**src/shared/dmx_consts.svh**
```systemverilog
// dmx_consts.svh: register offsets, field positions, reset values, fixed sizes.
// included by bare name from the channel pair, the crc unit and the testbench.
`ifndef DMX_CONSTS_SVH
`define DMX_CONSTS_SVH
// register byte offsets
`define DMX_CTRL        8'h00
`define DMX_SRC         8'h04
`define DMX_DST         8'h08
`define DMX_CNT         8'h0c
`define DMX_STRIDE      8'h10
`define DMX_DPTR        8'h14
`define DMX_YCNT        8'h18
`define DMX_POLY        8'h1c
`define DMX_EXPECT      8'h20
`define DMX_FILL        8'h24
`define DMX_STAT        8'h28
`define DMX_CRC         8'h2c
// control word fields
`define DMX_F_START     0
`define DMX_F_MODE_LO   1
`define DMX_F_MODE_HI   3
`define DMX_F_OP_LO     4
`define DMX_F_OP_HI     6
`define DMX_F_BITREV    7
`define DMX_F_BYTEREV   8
`define DMX_F_WIDE      9
`define DMX_F_HALF      10
`define DMX_F_TRIGEN    11
// status fields
`define DMX_F_BUSY      0
`define DMX_F_ERR       1
// descriptor configuration word fields
`define DMX_F_CFG_STOP  0
`define DMX_F_CFG_STR   16
// reset values
`define DMX_RST_WORD    32'h0000_0000
`define DMX_RST_POLY    32'h04c1_1db7
`define DMX_CRC_SEED    32'hffff_ffff
// element and descriptor steps in bytes
`define DMX_NARROW_STEP 32'h0000_0004
`define DMX_WIDE_STEP   32'h0000_0008
`define DMX_DESC_STEP   32'h0000_0004
`endif

```
**src/shared/dmx_pkg.sv**
```systemverilog
// dmx_pkg: types of the memory-to-memory channel pair.
// assumes nothing beyond a SystemVerilog compiler.
package dmx_pkg;
  typedef enum logic [2:0] {
    M_STOP   = 3'b000,
    M_CIRC   = 3'b001,
    M_RING   = 3'b010,
    M_LIST1  = 3'b011,
    M_ARRAY2 = 3'b100,
    M_LIST2  = 3'b101
  } dmx_mode_t;
  typedef enum logic [2:0] {
    OP_COPY   = 3'b000,
    OP_SCAN   = 3'b001,
    OP_XFER   = 3'b010,
    OP_FILL   = 3'b011,
    OP_VERIFY = 3'b100
  } dmx_op_t;
  typedef enum logic [2:0] {
    S_IDLE  = 3'b000,
    S_FETCH = 3'b001,
    S_RD    = 3'b010,
    S_WR    = 3'b011,
    S_NEXT  = 3'b100
  } dmx_state_t;
  typedef enum logic [2:0] {
    FD_NEXT = 3'b000,
    FD_ADDR = 3'b001,
    FD_LEN  = 3'b010,
    FD_CFG  = 3'b011,
    FD_YCNT = 3'b100,
    FD_YSTR = 3'b101
  } dmx_field_t;
endpackage

```
**src/verilog/dmx_crc.sv**
```systemverilog
// dmx_crc: crc32 signature unit fed word by word by the channel pair.
// assumes feed, clr and chk are single-cycle pulses on ref_clk.
`timescale 1ns/1ps
`default_nettype none
`include "dmx_consts.svh"
module dmx_crc (
  input  wire logic        ref_clk,
  input  wire logic        reset_n,
  input  wire logic        clr,
  input  wire logic        feed,
  input  wire logic [31:0] din,
  input  wire logic [31:0] poly,
  input  wire logic        bit_rev,
  input  wire logic        byte_rev,
  input  wire logic        chk,
  input  wire logic [31:0] expect_val,
  output logic      [31:0] crc,
  output logic             fault
);
  function automatic logic [31:0] mirror(input logic [31:0] d, input logic br,
                                         input logic yr);
    logic [31:0] r;
    logic [31:0] q;
    r = yr ? {d[7:0], d[15:8], d[23:16], d[31:24]} : d;
    q = r;
    if (br) begin
      for (int i = 0; i < 32; i++) begin
        q[i] = r[(i & ~7) | (7 - (i & 7))];
      end
    end
    return q;
  endfunction

  // msb-first serial form unrolled over one word; one word per clock
  function automatic logic [31:0] step(input logic [31:0] c, input logic [31:0] d,
                                       input logic [31:0] p);
    logic [31:0] s;
    logic        fb;
    s = c;
    for (int i = 31; i >= 0; i--) begin
      fb = s[31] ^ d[i];
      s = {s[30:0], 1'b0} ^ (fb ? p : 32'h0);
    end
    return s;
  endfunction

  always_ff @(posedge ref_clk or negedge reset_n) begin
    if (!reset_n) begin
      crc <= `DMX_CRC_SEED;
    end else if (clr) begin
      crc <= `DMX_CRC_SEED;
    end else if (feed) begin
      crc <= step(crc, mirror(din, bit_rev, byte_rev), poly);
    end
  end

  always_ff @(posedge ref_clk or negedge reset_n) begin
    if (!reset_n) begin
      fault <= 1'b0;
    end else begin
      fault <= chk && (crc != expect_val);
    end
  end
endmodule
`default_nettype wire

```
**src/verilog/dmx_top.sv**
```systemverilog
// dmx_top: one memory-to-memory channel pair with crc path and descriptors.
// assumes a single-clock memory port that answers each request with mem_ack.
//
// Our own choices: the strobed register port and the address map.
`timescale 1ns/1ps
`default_nettype none
`include "dmx_consts.svh"
// Operation
// a start needs only values written into the control registers
// register mode reloads the programmed setup when a sequence ends
// descriptor mode reads its parameter set from memory first
// descriptor sequences chain to the next without processor help
// single linear mode halts once the buffer is done
// address step may be negative, positive or zero
// circular mode wraps and interrupts at each full buffer
// circular variant also interrupts at the halfway point
// ping-pong ring of descriptors holding next pointer and address
// 1d list descriptors hold next, address, length and config
// 2d array descriptors give only a new base address
// 2d list descriptors carry every channel parameter; the code takes the destination address from the register instead
// copies use a source read channel and a destination write channel
// crc-capable pair moves 32-bit words on the system clock
// widest pair moves 64-bit words on the system clock
// crc32 is accumulated over each 32-bit word
// scan mode feeds source words to the crc only
// transfer mode also forwards each word to the destination
// hardware compares signature with expected value and flags faults
// optional bit and byte mirroring, programmable polynomial
// fill mode writes a constant into a 1d or 2d block
// separate interrupt outputs for faults and for errors
// sequence end raises a trigger that can start another channel
// descriptor entries are read in listed order before transfer
module dmx_top
  import dmx_pkg::*;
#(
  parameter int MEM_W = 64
) (
  input  wire logic             ref_clk,
  input  wire logic             reset_n,
  input  wire logic [7:0]       reg_addr,
  input  wire logic [31:0]      reg_wdata,
  input  wire logic             reg_wr,
  input  wire logic             reg_rd,
  output logic      [31:0]      reg_rdata,
  output logic                  mem_req,
  output logic                  mem_we,
  output logic      [31:0]      mem_addr,
  output logic      [MEM_W-1:0] mem_wdata,
  input  wire logic [MEM_W-1:0] mem_rdata,
  input  wire logic             mem_ack,
  input  wire logic             trig_in,
  output logic                  trig_out,
  output logic                  done_irq,
  output logic                  half_irq,
  output logic                  crc_fault_irq,
  output logic                  crc_err_irq
);
  logic [31:0] ctrl, src_addr, dst_addr, count, stride;
  logic [31:0] dptr, ycnt, poly, expect_val, fill;
  logic [31:0] cur_src, cur_dst, cur_cnt, cur_stride, w_len;
  logic [31:0] nxt_ptr, ptr, yleft, ystride;
  logic [MEM_W-1:0] data_buf;
  logic [31:0] crc_data, crc_val;
  logic [2:0]  didx;
  logic        cfg_stop, wide, half_en, err_flag;
  logic        crc_clr, crc_feed, crc_chk;
  dmx_state_t  state;
  dmx_mode_t   mode;
  dmx_op_t     op;

  function automatic logic [2:0] desc_words(input dmx_mode_t m);
    case (m)
      M_RING:  desc_words = 3'h2;
      M_LIST1: desc_words = 3'h4;
      M_LIST2: desc_words = 3'h6;
      default: desc_words = 3'h1;
    endcase
  endfunction

  function automatic dmx_field_t desc_field(input dmx_mode_t m, input logic [2:0] i);
    if (m == M_ARRAY2) begin
      return FD_ADDR;
    end
    return dmx_field_t'(i);
  endfunction

  function automatic dmx_state_t first_state(input dmx_op_t o);
    return (o == OP_FILL) ? S_WR : S_RD;
  endfunction

  // a start arrives by a control write or, when enabled, a trigger
  logic [31:0] go_ctrl;
  logic        start_cmd;
  dmx_mode_t   go_mode;
  assign go_ctrl   = (reg_wr && reg_addr == `DMX_CTRL) ? reg_wdata : ctrl;
  assign go_mode   = dmx_mode_t'(go_ctrl[`DMX_F_MODE_HI:`DMX_F_MODE_LO]);
  assign start_cmd = (reg_wr && reg_addr == `DMX_CTRL && reg_wdata[`DMX_F_START])
                   || (trig_in && ctrl[`DMX_F_TRIGEN]);

  logic [31:0] ebytes;
  assign ebytes = wide ? `DMX_WIDE_STEP : `DMX_NARROW_STEP;

  // register file; start is a command and is not kept
  always_ff @(posedge ref_clk or negedge reset_n) begin
    if (!reset_n) begin
      ctrl       <= `DMX_RST_WORD;
      src_addr   <= `DMX_RST_WORD;
      dst_addr   <= `DMX_RST_WORD;
      count      <= `DMX_RST_WORD;
      stride     <= `DMX_RST_WORD;
      dptr       <= `DMX_RST_WORD;
      ycnt       <= `DMX_RST_WORD;
      poly       <= `DMX_RST_POLY;
      expect_val <= `DMX_RST_WORD;
      fill       <= `DMX_RST_WORD;
    end else if (reg_wr) begin
      case (reg_addr)
        `DMX_CTRL:   ctrl <= reg_wdata & ~(32'h1 << `DMX_F_START);
        `DMX_SRC:    src_addr <= reg_wdata;
        `DMX_DST:    dst_addr <= reg_wdata;
        `DMX_CNT:    count <= reg_wdata;
        `DMX_STRIDE: stride <= reg_wdata;
        `DMX_DPTR:   dptr <= reg_wdata;
        `DMX_YCNT:   ycnt <= reg_wdata;
        `DMX_POLY:   poly <= reg_wdata;
        `DMX_EXPECT: expect_val <= reg_wdata;
        `DMX_FILL:   fill <= reg_wdata;
        default: ;
      endcase
    end
  end

  // read data stands one cycle after the strobe; unmapped offsets read zero
  always_ff @(posedge ref_clk or negedge reset_n) begin
    if (!reset_n) begin
      reg_rdata <= `DMX_RST_WORD;
    end else if (reg_rd) begin
      case (reg_addr)
        `DMX_CTRL:   reg_rdata <= ctrl;
        `DMX_SRC:    reg_rdata <= cur_src;
        `DMX_DST:    reg_rdata <= cur_dst;
        `DMX_CNT:    reg_rdata <= cur_cnt;
        `DMX_STRIDE: reg_rdata <= stride;
        `DMX_DPTR:   reg_rdata <= ptr;
        `DMX_YCNT:   reg_rdata <= ycnt;
        `DMX_POLY:   reg_rdata <= poly;
        `DMX_EXPECT: reg_rdata <= expect_val;
        `DMX_FILL:   reg_rdata <= fill;
        `DMX_STAT:   reg_rdata <= {30'h0, err_flag, state != S_IDLE};
        `DMX_CRC:    reg_rdata <= crc_val;
        default:     reg_rdata <= `DMX_RST_WORD;
      endcase
    end else begin
      reg_rdata <= `DMX_RST_WORD;
    end
  end

  // sticky error; a new event in the clearing cycle wins
  always_ff @(posedge ref_clk or negedge reset_n) begin
    if (!reset_n) begin
      err_flag <= 1'b0;
    end else if (crc_err_irq || crc_fault_irq) begin
      err_flag <= 1'b1;
    end else if (reg_wr && reg_addr == `DMX_STAT && reg_wdata[`DMX_F_ERR]) begin
      err_flag <= 1'b0;
    end
  end

  // channel engine: source read then destination write over one port
  always_ff @(posedge ref_clk or negedge reset_n) begin
    if (!reset_n) begin
      state      <= S_IDLE;
      mode       <= M_STOP;
      op         <= OP_COPY;
      wide       <= 1'b0;
      half_en    <= 1'b0;
      cur_src    <= `DMX_RST_WORD;
      cur_dst    <= `DMX_RST_WORD;
      cur_cnt    <= `DMX_RST_WORD;
      cur_stride <= `DMX_RST_WORD;
      w_len      <= `DMX_RST_WORD;
      nxt_ptr    <= `DMX_RST_WORD;
      ptr        <= `DMX_RST_WORD;
      yleft      <= `DMX_RST_WORD;
      ystride    <= `DMX_RST_WORD;
      didx       <= 3'h0;
      cfg_stop   <= 1'b0;
      data_buf   <= '0;
      crc_data   <= `DMX_RST_WORD;
      mem_req    <= 1'b0;
      mem_we     <= 1'b0;
      mem_addr   <= `DMX_RST_WORD;
      mem_wdata  <= '0;
      done_irq   <= 1'b0;
      half_irq   <= 1'b0;
      trig_out   <= 1'b0;
      crc_clr    <= 1'b0;
      crc_feed   <= 1'b0;
      crc_chk    <= 1'b0;
      crc_err_irq <= 1'b0;
    end else begin
      done_irq    <= 1'b0;
      half_irq    <= 1'b0;
      trig_out    <= 1'b0;
      crc_clr     <= 1'b0;
      crc_feed    <= 1'b0;
      crc_chk     <= 1'b0;
      crc_err_irq <= 1'b0;
      // one outstanding request; issued the cycle after entering a state
      if (!mem_req && (state == S_FETCH || state == S_RD || state == S_WR)) begin
        mem_req <= 1'b1;
        mem_we  <= (state == S_WR);
        case (state)
          S_FETCH: mem_addr <= ptr + (32'(didx) << 2);
          S_RD:    mem_addr <= cur_src;
          default: mem_addr <= cur_dst;
        endcase
        mem_wdata <= (op == OP_FILL) ? MEM_W'(fill) : data_buf;
      end else if (mem_ack) begin
        mem_req <= 1'b0;
      end
      case (state)
        S_IDLE: begin
          if (start_cmd) begin
            mode       <= go_mode;
            op         <= dmx_op_t'(go_ctrl[`DMX_F_OP_HI:`DMX_F_OP_LO]);
            wide       <= go_ctrl[`DMX_F_WIDE];
            half_en    <= go_ctrl[`DMX_F_HALF];
            crc_clr    <= 1'b1;
            cur_src    <= src_addr;
            cur_dst    <= dst_addr;
            cur_cnt    <= count;
            w_len      <= count;
            cur_stride <= stride;
            yleft      <= ycnt;
            cfg_stop   <= 1'b0;
            ptr        <= dptr;
            didx       <= 3'h0;
            if (go_mode == M_STOP || go_mode == M_CIRC) begin
              state <= first_state(dmx_op_t'(go_ctrl[`DMX_F_OP_HI:`DMX_F_OP_LO]));
            end else if (go_mode > M_LIST2) begin
              crc_err_irq <= 1'b1;
            end else begin
              state <= S_FETCH;
            end
          end
        end
        S_FETCH: begin
          if (mem_req && mem_ack) begin
            case (desc_field(mode, didx))
              FD_NEXT: nxt_ptr <= mem_rdata[31:0];
              FD_ADDR: cur_src <= mem_rdata[31:0];
              FD_LEN:  w_len <= mem_rdata[31:0];
              FD_CFG: begin
                cfg_stop   <= mem_rdata[`DMX_F_CFG_STOP];
                cur_stride <= {{16{mem_rdata[31]}}, mem_rdata[31:`DMX_F_CFG_STR]};
              end
              FD_YCNT: yleft <= mem_rdata[31:0];
              FD_YSTR: ystride <= mem_rdata[31:0];
              default: ;
            endcase
            if (didx == desc_words(mode) - 3'h1) begin
              cur_cnt <= w_len;
              state   <= first_state(op);
            end else begin
              didx <= didx + 3'h1;
            end
          end
        end
        S_RD: begin
          if (mem_req && mem_ack) begin
            data_buf <= wide ? mem_rdata : MEM_W'(mem_rdata[31:0]);
            crc_data <= mem_rdata[31:0];
            crc_feed <= (op == OP_SCAN || op == OP_XFER);
            if (op == OP_VERIFY && mem_rdata[31:0] != fill) begin
              crc_err_irq <= 1'b1;
            end
            state <= (op == OP_COPY || op == OP_XFER) ? S_WR : S_NEXT;
          end
        end
        S_WR: begin
          if (mem_req && mem_ack) begin
            state <= S_NEXT;
          end
        end
        S_NEXT: begin
          cur_src <= cur_src + cur_stride;
          cur_dst <= cur_dst + ebytes;
          if (cur_cnt > 32'h1) begin
            cur_cnt <= cur_cnt - 32'h1;
            state   <= first_state(op);
            if (half_en && mode == M_CIRC && cur_cnt - 32'h1 == (w_len >> 1)) begin
              half_irq <= 1'b1;
            end
          end else if (mode == M_LIST2 && yleft > 32'h1) begin
            yleft   <= yleft - 32'h1;
            cur_cnt <= w_len;
            cur_src <= cur_src + cur_stride + ystride;
            state   <= first_state(op);
          end else begin
            done_irq <= 1'b1;
            trig_out <= 1'b1;
            crc_chk  <= (op == OP_SCAN || op == OP_XFER);
            didx     <= 3'h0;
            case (mode)
              M_STOP, M_CIRC: begin
                cur_src    <= src_addr;
                cur_dst    <= dst_addr;
                cur_cnt    <= count;
                w_len      <= count;
                cur_stride <= stride;
                state      <= (mode == M_CIRC) ? first_state(op) : S_IDLE;
              end
              M_ARRAY2: begin
                yleft <= yleft - 32'h1;
                ptr   <= ptr + `DMX_DESC_STEP;
                state <= (yleft > 32'h1) ? S_FETCH : S_IDLE;
              end
              M_RING: begin
                ptr   <= nxt_ptr;
                state <= S_FETCH;
              end
              M_LIST1, M_LIST2: begin
                ptr   <= nxt_ptr;
                state <= cfg_stop ? S_IDLE : S_FETCH;
              end
              default: state <= S_IDLE;
            endcase
          end
        end
        default: state <= S_IDLE;
      endcase
    end
  end

  // signature path; its fault flop drives the fault output directly
  dmx_crc u_crc (
    .ref_clk    (ref_clk),
    .reset_n    (reset_n),
    .clr        (crc_clr),
    .feed       (crc_feed),
    .din        (crc_data),
    .poly       (poly),
    .bit_rev    (ctrl[`DMX_F_BITREV]),
    .byte_rev   (ctrl[`DMX_F_BYTEREV]),
    .chk        (crc_chk),
    .expect_val (expect_val),
    .crc        (crc_val),
    .fault      (crc_fault_irq)
  );
endmodule
`default_nettype wire

```
**config.mk**
```make
export PLATFORM = sky130hd
export DESIGN_NAME = dmx_top
export DESIGN_NICKNAME = d
export VERILOG_FILES = /design/src/shared/dmx_pkg.sv /design/src/verilog/dmx_crc.sv /design/src/verilog/dmx_top.sv
export VERILOG_INCLUDE_DIRS = /design/src /design/src/shared
export SDC_FILE = /design/constraint.sdc
export NUM_CORES = 2
export LEC_CHECK = 0
export BUFFER_PORTS_ARGS = -buffer_cell sky130_fd_sc_hd__buf_4
export CELL_PAD_IN_SITES_DETAIL_PLACEMENT = 1
export CELL_PAD_IN_SITES_GLOBAL_PLACEMENT = 2
export CORE_MARGIN = 10
export CORE_UTILIZATION = 43
export DETAILED_ROUTE_END_ITERATION = 7
export PLACE_DENSITY_LB_ADDON = 0.1
export SLEW_MARGIN = 10
export SYNTH_ARGS = -nofsm -noshare
export SYNTH_HDL_FRONTEND = slang
export SYNTH_HIERARCHICAL = 1
export SYNTH_SLANG_ARGS = --single-unit
```
**constraint.sdc**
```tcl
create_clock -name ref_clk -period 31.3 [get_ports ref_clk]
set_input_delay 6.26 -clock ref_clk [delete_from_list [all_inputs] [get_ports ref_clk]]
set_output_delay 6.26 -clock ref_clk [all_outputs]
set_load 0.05 [all_outputs]
```
==> Yosys cells after proc, flatten, opt, wreduce, memory -nomap -nowiden <==
Index checks and enable logic that the tools add are counted.
{ "totals": {"register_bits": 888, "latch_bits": 0, "ramBits": 0, "rom_bits": 0, "input_bits": 110, "out_inout_bits": 135, "word_cells": 378, "memories": 0} }
{ "classes": {"n_addsub": 9, "mul": 0, "n_div": 0, "order_cmp": 3, "n_eq_ne": 52, "shift": 0, "mux": 148, "bitwise_logic": 64, "reduce_logical": 60} }
{ "op_table": {"columns": ["operator", "n"], "rows": [
  ["32-bit two-way mux", 74],
  ["32-bit XOR", 32],
  ["32-bit case mux with 3 select lines", 5],
  ["32-bit case mux with 12 select lines", 1],
  ["32-bit case mux with 2 select lines", 4],
  ["64-bit two-way mux", 2],
  ["32-bit adder", 2],
  ["32-bit by 1-bit > comparator with 1-bit output, second input constant", 2],
  ["32-bit != test", 2],
  ["32-bit by 1-bit subtractor with 32-bit output, second input constant", 2],
  ["3-bit two-way mux", 19],
  ["32-bit by 3-bit adder with 32-bit output, second input constant", 1],
  ["32-bit by 4-bit adder with 32-bit output", 1],
  ["32-bit by 5-bit adder with 32-bit output", 1],
  ["32-bit by 31-bit equality test with 1-bit output", 1],
  ["8-bit by 5-bit equality test with 1-bit output, second input constant", 4],
  ["8-bit by 6-bit equality test with 1-bit output, second input constant", 4],
  ["1-bit two-way mux", 32],
  ["1-bit XOR", 32],
  ["3-bit by 2-bit equality test with 1-bit output, second input constant", 9],
  ["2-bit AND reduction", 13],
  ["3-bit equality test, second input constant", 6],
  ["3-bit case mux with 3 select lines", 2],
  ["6-bit AND reduction", 3],
  ["30 further kinds", 82]
]} }

==> Depth between registers and ports, before layout <==
{ "depth": {"ltp_word": 102, "ltp_mapped": 57, "depth_no_buf": 43} }

==> Modules after synthesis <==
Netlist, hierarchy kept.
{ "modules_own_cells": {"columns": ["mod", "n_inst", "cells_per_inst", "area_each_um2", "seq_area_each_um2"], "rows": [
  ["dmx_top", 1, 4293, 43262.7, 20612.3],
  ["dmx_crc", 1, 3323, 22391.5, 865.8]
]} }

==> Least setup slack after synthesis <==
Ideal clock, no wire load.
{ "synth_path": {"path_type": "register to register", "start": "reg ctrl[7]", "end": "reg u_crc.crc[31]", "setup_ns": 0.090, "arrival_time_ns": 12.286, "required_time_ns": 31.210, "slack_ns": 18.924, "stages_incl_launch_ff": 50, "path_buffers": 7, "synth_period_minus_slack_ns": 12.376, "cell_sequence": "dfrtp_1 > buf_4 > mux2i_4 > mux2_2 > nor3_2 > o21ai_1 > a211o_1 > nand4_1 > nand3_2 > and4_1 > or2_1 > o211a_2 > or4_1 > a311o_1 > o211a_2 > o41a_1 > and4_4 > a211o_1 > [14 not listed] > or3_1 > clkbuf_1 > nand2_1 > xnor3_1 > a211oi_2 > xnor2_1 > or4_4 > and2_4 > xnor2_4 > xnor2_1 > clkbuf_1 > clkbuf_1 > nand2_1 > xor2_1 > xnor2_1 > nor2_1 > and4b_1 > nor4_2"} }
{ "synth_via": {"elab_chain_len": 101} }
{ "synth_rtl": {"columns": ["item", "line_no", "text"], "rows": [
  ["from (decl)", "dmx_top.sv:58", "logic [31:0] ctrl, src_addr, dst_addr, count, stride;"],
  ["from (signal assigned)", "dmx_top.sv:106", "ctrl <= `DMX_RST_WORD;"],
  ["from (signal assigned)", "dmx_top.sv:118", "`DMX_CTRL: ctrl <= reg_wdata & ~(32'h1 << `DMX_F_START);"],
  ["32-bit two-way mux (*)", "dmx_crc.sv:26", "if (br) begin"],
  ["32-bit two-way mux (*)", "dmx_crc.sv:52", "end else if (feed) begin"],
  ["32-bit two-way mux (*)", "dmx_crc.sv:50", "end else if (clr) begin"],
  ["1-bit XOR", "dmx_crc.sv:41", "fb = s[31] ^ d[i];"],
  ["32-bit two-way mux", "dmx_crc.sv:42", "s = {s[30:0], 1'b0} ^ (fb ? p : 32'h0);"],
  ["32-bit XOR", "dmx_crc.sv:42", null],
  ["1-bit XOR", "dmx_crc.sv:41", null],
  ["32-bit two-way mux", "dmx_crc.sv:42", null],
  ["[85 not listed]", null, null],
  ["1-bit XOR", "dmx_crc.sv:41", null],
  ["32-bit two-way mux", "dmx_crc.sv:42", null],
  ["32-bit XOR", "dmx_crc.sv:42", null],
  ["1-bit XOR", "dmx_crc.sv:41", null],
  ["32-bit two-way mux", "dmx_crc.sv:42", null],
  ["32-bit XOR (*)", "dmx_crc.sv:42", null],
  ["32-bit two-way mux (*)", "dmx_crc.sv:52", null],
  ["32-bit two-way mux (*)", "dmx_crc.sv:50", null],
  ["to (signal assigned)", "dmx_crc.sv:49", "crc <= `DMX_CRC_SEED;"],
  ["to (signal assigned)", "dmx_crc.sv:51", "crc <= `DMX_CRC_SEED;"],
  ["to (signal assigned)", "dmx_crc.sv:53", "crc <= step(crc, mirror(din, bit_rev, byte_rev), poly);"],
  ["to (decl)", "dmx_crc.sv:17", "output logic [31:0] crc,"]
]} }
Every way passes the cells marked *; elsewhere a longest branch is shown, timed or not. The select of a mux whose other input is x is not followed.
A chain may end at the register's enable or synchronous reset.

==> Final worst setup path <==
{ "layout_path": {"start": "reg ctrl[8]", "end": "reg u_crc.crc[24]"} }
{ "layout_via": {"elab_chain_len": 102} }
{ "layout_rtl": {"columns": ["item", "line_no", "text"], "rows": [
  ["32-bit two-way mux (*)", "dmx_crc.sv:24", "r = yr ? {d[7:0], d[15:8], d[23:16], d[31:24]} : d;"],
  ["32-bit two-way mux (*)", "dmx_crc.sv:26", null],
  ["32-bit two-way mux (*)", "dmx_crc.sv:52", null],
  ["32-bit two-way mux (*)", "dmx_crc.sv:50", null],
  ["1-bit XOR", "dmx_crc.sv:41", null],
  ["32-bit two-way mux", "dmx_crc.sv:42", null],
  ["32-bit XOR", "dmx_crc.sv:42", null],
  ["1-bit XOR", "dmx_crc.sv:41", null],
  ["[86 not listed]", null, null],
  ["1-bit XOR", "dmx_crc.sv:41", null],
  ["32-bit two-way mux", "dmx_crc.sv:42", null],
  ["32-bit XOR", "dmx_crc.sv:42", null],
  ["1-bit XOR", "dmx_crc.sv:41", null],
  ["32-bit two-way mux", "dmx_crc.sv:42", null],
  ["32-bit XOR (*)", "dmx_crc.sv:42", null],
  ["32-bit two-way mux (*)", "dmx_crc.sv:52", null],
  ["32-bit two-way mux (*)", "dmx_crc.sv:50", null]
]} }
Marked as above.

==> impl_metrics.py <==
metrics = {
    "outcome": {
        "status": "finished, final reports clean",
    },
    "clock_tree": {
        "cts_tree": "yes",
        "cts_resized": 0,
        "cts_root_buf": "clkbuf_16",
        "clkSinkCount": 856,
        "hold_buffers": 0,
        "clk_latency_ns": 0.78,
        "cts_setup_buffers": 0,
        "htree_levels": 3,
        "cts_inserted_buffers": 98,
        "clockBufferDepth": 3,
        "clk_pin_slew_ns": 0.07,
    },
    "drt": {
        "first_pass_iters": 7,
        "routedWlPerCell_um": 35.27,
        "ant_nets": 0,
        "totalWireLength_um": 337900,
        "via_per_inst": 6.667,
        "num_vias": 63861,
        "drc_errors": 0,
        "drtIter0Drc": 7916,
    },
    "synthesis": {
        "synth.net_count": 7810,
        "synth_fa_ha_area_frac": 0.01647,
        "synth_top_family_by_area": "compound AO/OA/AOI/OAI gates",
        "ys_seq_area_frac": 0.3271,
        "syn_area_per_cell_um2": 8.621,
        "synth_edf_count": 0,
        "ys_warn_count": 6,
        "synthCells": 7616,
        "ys_ff_latch": 856,
        "synth-simple-area-share": 0.1561,
        "synth_cell_types": 126,
        "syn_area_um2": 65650,
        "synth_xor_area_frac": 0.1555,
        "ys.flop_type": "dfrtp_1",
        "synth.area.mux_share": 0.1005,
        "synthArstFlopShare": 1.000,
        "synth_compound_area_frac": 0.1992,
    },
    "hold_path": {
        "hold_path_class": "register to register",
    },
    "grt": {
        "antenna_found_initial": 33,
        "gr-total-overflow": 0,
        "grt_max_degree": 157,
        "grt_pass1_vias": 62861,
        "grt.total_usage": 0.3847,
        "grt_pass1_wl_um": 476000,
    },
    "floorplanning": {
        "die_area_um2": 168700,
        "start_util": 0.4322,
        "die_w_um": 410.8,
        "ios": 245,
        "rows": 143,
        "fp.coreArea_um2": 151900,
        "fp.dieH_um": 410.8,
    },
    "worst_setup_path": {
        "worstSetupPathType": "register to register",
        "cp-start-kind": "register",
        "worstPathMaxFanout": 61,
        "crit_top_cell": "buf_4",
        "required_ns": 31.94,
        "slowest_stage": "a21o_2",
        "crit_path_end_kind": "register",
        "cpPeakStageDelay_ns": 0.80,
        "crit_arrival_ns": 18.55,
    },
    "final_layout": {
        "finalNonFillerCells": 9579,
        "area_growth_pct": 10.38,
        "drive_above_1_share": 0.1658,
        "layout_commonest_cell": "nand2_1",
        "final_nets": 7635,
        "fill_cells": 17473,
        "most-common-layout-cells": "nand2_1 (1338), xnor2_1 (918), dfrtp_1 (796)",
        "top_regs": "data_buf: 64 flops, mem_wdata: 64 flops",
    },
    "sta": {
        "drv_slew": 0,
        "slew_headroom": 0.2005,
        "timing.final.crit_share": 0.5722,
        "report.final.hold_viol_count": 0,
        "fin_ws_ns": 13.39,
        "tns_ns": 0,
        "period_minus_slack_ns": 17.91,
        "clock.fmax_mhz": 55.83,
        "finClkSkew_ns": 0.07946,
        "rsz0062_at_grt": "no",
        "worst_pin_slew_ns": 1.199,
        "setup_viol": 0,
    },
    "place": {
        "pre_cts_ws_ns": 13.79,
        "gp_congestion": 1.030,
        "portBuffers": 244,
        "hpwl_um": 237800,
        "dp.cells": 9371,
    },
    "flow_run": {
        "max_cap_violations": 0,
    },
}
## synth_stat cells (all sizes together) (16+ instances only)
| cell type | n | area (µm²) |
|---|---|---|
| nor3 | 116 | 624.3 |
| buf | 218 | 987.2 |
| a22oi | 34 | 255.2 |
| and4 | 18 | 162.7 |
| o21a | 22 | 166.4 |
| mux4 | 30 | 675.7 |
| or3 | 23 | 143.9 |
| a21oi | 464 | 2345 |
| a221oi | 147 | 1294 |
| a22o | 159 | 1393 |
| xnor2 | 933 | 8235 |
| and3 | 84 | 525.5 |
| xor2 | 148 | 1341 |
| o22ai | 26 | 175.2 |
| dfrtp | 810 | 20270 |
| ha | 80 | 1001 |
| and2 | 27 | 173.9 |
| nor4 | 49 | 367.9 |
| nor2 | 373 | 1418 |
| a31oi | 89 | 590.6 |
| nand4 | 70 | 444.2 |
| a222oi | 42 | 420.4 |
| a21o | 49 | 367.9 |
| a211oi | 79 | 638.1 |
| a211o | 30 | 262.8 |
| o21ai | 501 | 2519 |
| o31ai | 25 | 197.7 |
| nand3 | 122 | 620.6 |
| mux2 | 433 | 4876 |
| xnor3 | 25 | 564.3 |
| o311a | 16 | 160.2 |
| a32oi | 50 | 445.4 |
| mux2i | 101 | 1049 |
| clkbuf | 466 | 1750 |
| or4 | 18 | 146.4 |
| o211ai | 44 | 350.3 |
| dfstp | 46 | 1209 |
| nand2 | 1349 | 5084 |
| inv | 57 | 214.0 |
## metal layers
| layer | part of all wire | up-vias | global-route usage | routed length [µm] |
|---|---|---|---|---|
| li1 | - | 26734 | - | - |
| met1 | 0.38 | 32673 | 0.4662 | 128300 |
| met2 | 0.45 | 3366 | 0.5993 | 150800 |
| met3 | 0.089 | 1060 | 0.08826 | 30000 |
| met4 | 0.085 | 28 | 0.2784 | 28580 |
| met5 | 0.00059 | - | 0 | 200 |
## kinds of logic after synthesis
logic type,count (synthesis)
and+or+nand+nor,2324
buffers and inverters,742
DFF,856
AOI/OAI and AO/OA,1937
xor gates and xnor gates,1109
adders and majority gates,84
muxes,564
## area by class of cell
cell class / instances / area [µm²] / area share
sequential: 856 / 21500 / 0.2967
clock inverter: 38 / 571.8 / 0.007890
inverter: 58 / 217.7 / 0.003004
timing repair buffer: 409 / 3115 / 0.04299
tap: 2030 / 2540 / 0.03505
antenna: 27 / 67.56 / 0.0009323
multi-input combinational: 6018 / 41560 / 0.5736
clock buffer: 143 / 2894 / 0.03993
## final timing paths
path	startpoint	to	slack [ns]	cells past startpoint
setup / recovery	ctrl[8]	u_crc/crc[24]	13.39	49
hold / removal	dst_addr[0]	cur_dst[0]	0.47	1
setup reg to reg	ctrl[8]	u_crc/crc[24]	13.39	49
hold reg to reg	dst_addr[0]	cur_dst[0]	0.47	1
max in group asynchronous	reset_n	poly[31]	21.57	5
min in group asynchronous	reset_n	ystride[7]	5.48	1
## worst max-delay path: cells and delay by family (launching register included)
kind / cells / cell delay [ns]
mux: 2 / 0.94
buf+inv: 6 / 2.48
xor+xnor: 11 / 4.09
compound gates: 22 / 7.11
flops: 1 / 0.55
simple gates: 8 / 2.48
## stage by stage
stage                     utilization  instance area, µm²  hold WS (ns)
after floorplan                     -               65650        0.4507
final                          0.4771               72470        0.4731
after global placement         0.4538               68940        0.4613
after CTS                      0.4766               72400        0.4846
after detailed placement       0.4538               68940        0.4708
after global routing           0.4767               72410        0.4986
Power is left out: the tool's default activity adds up to more than one toggle a clock period on the data nets, which glitch-free logic cannot reach.
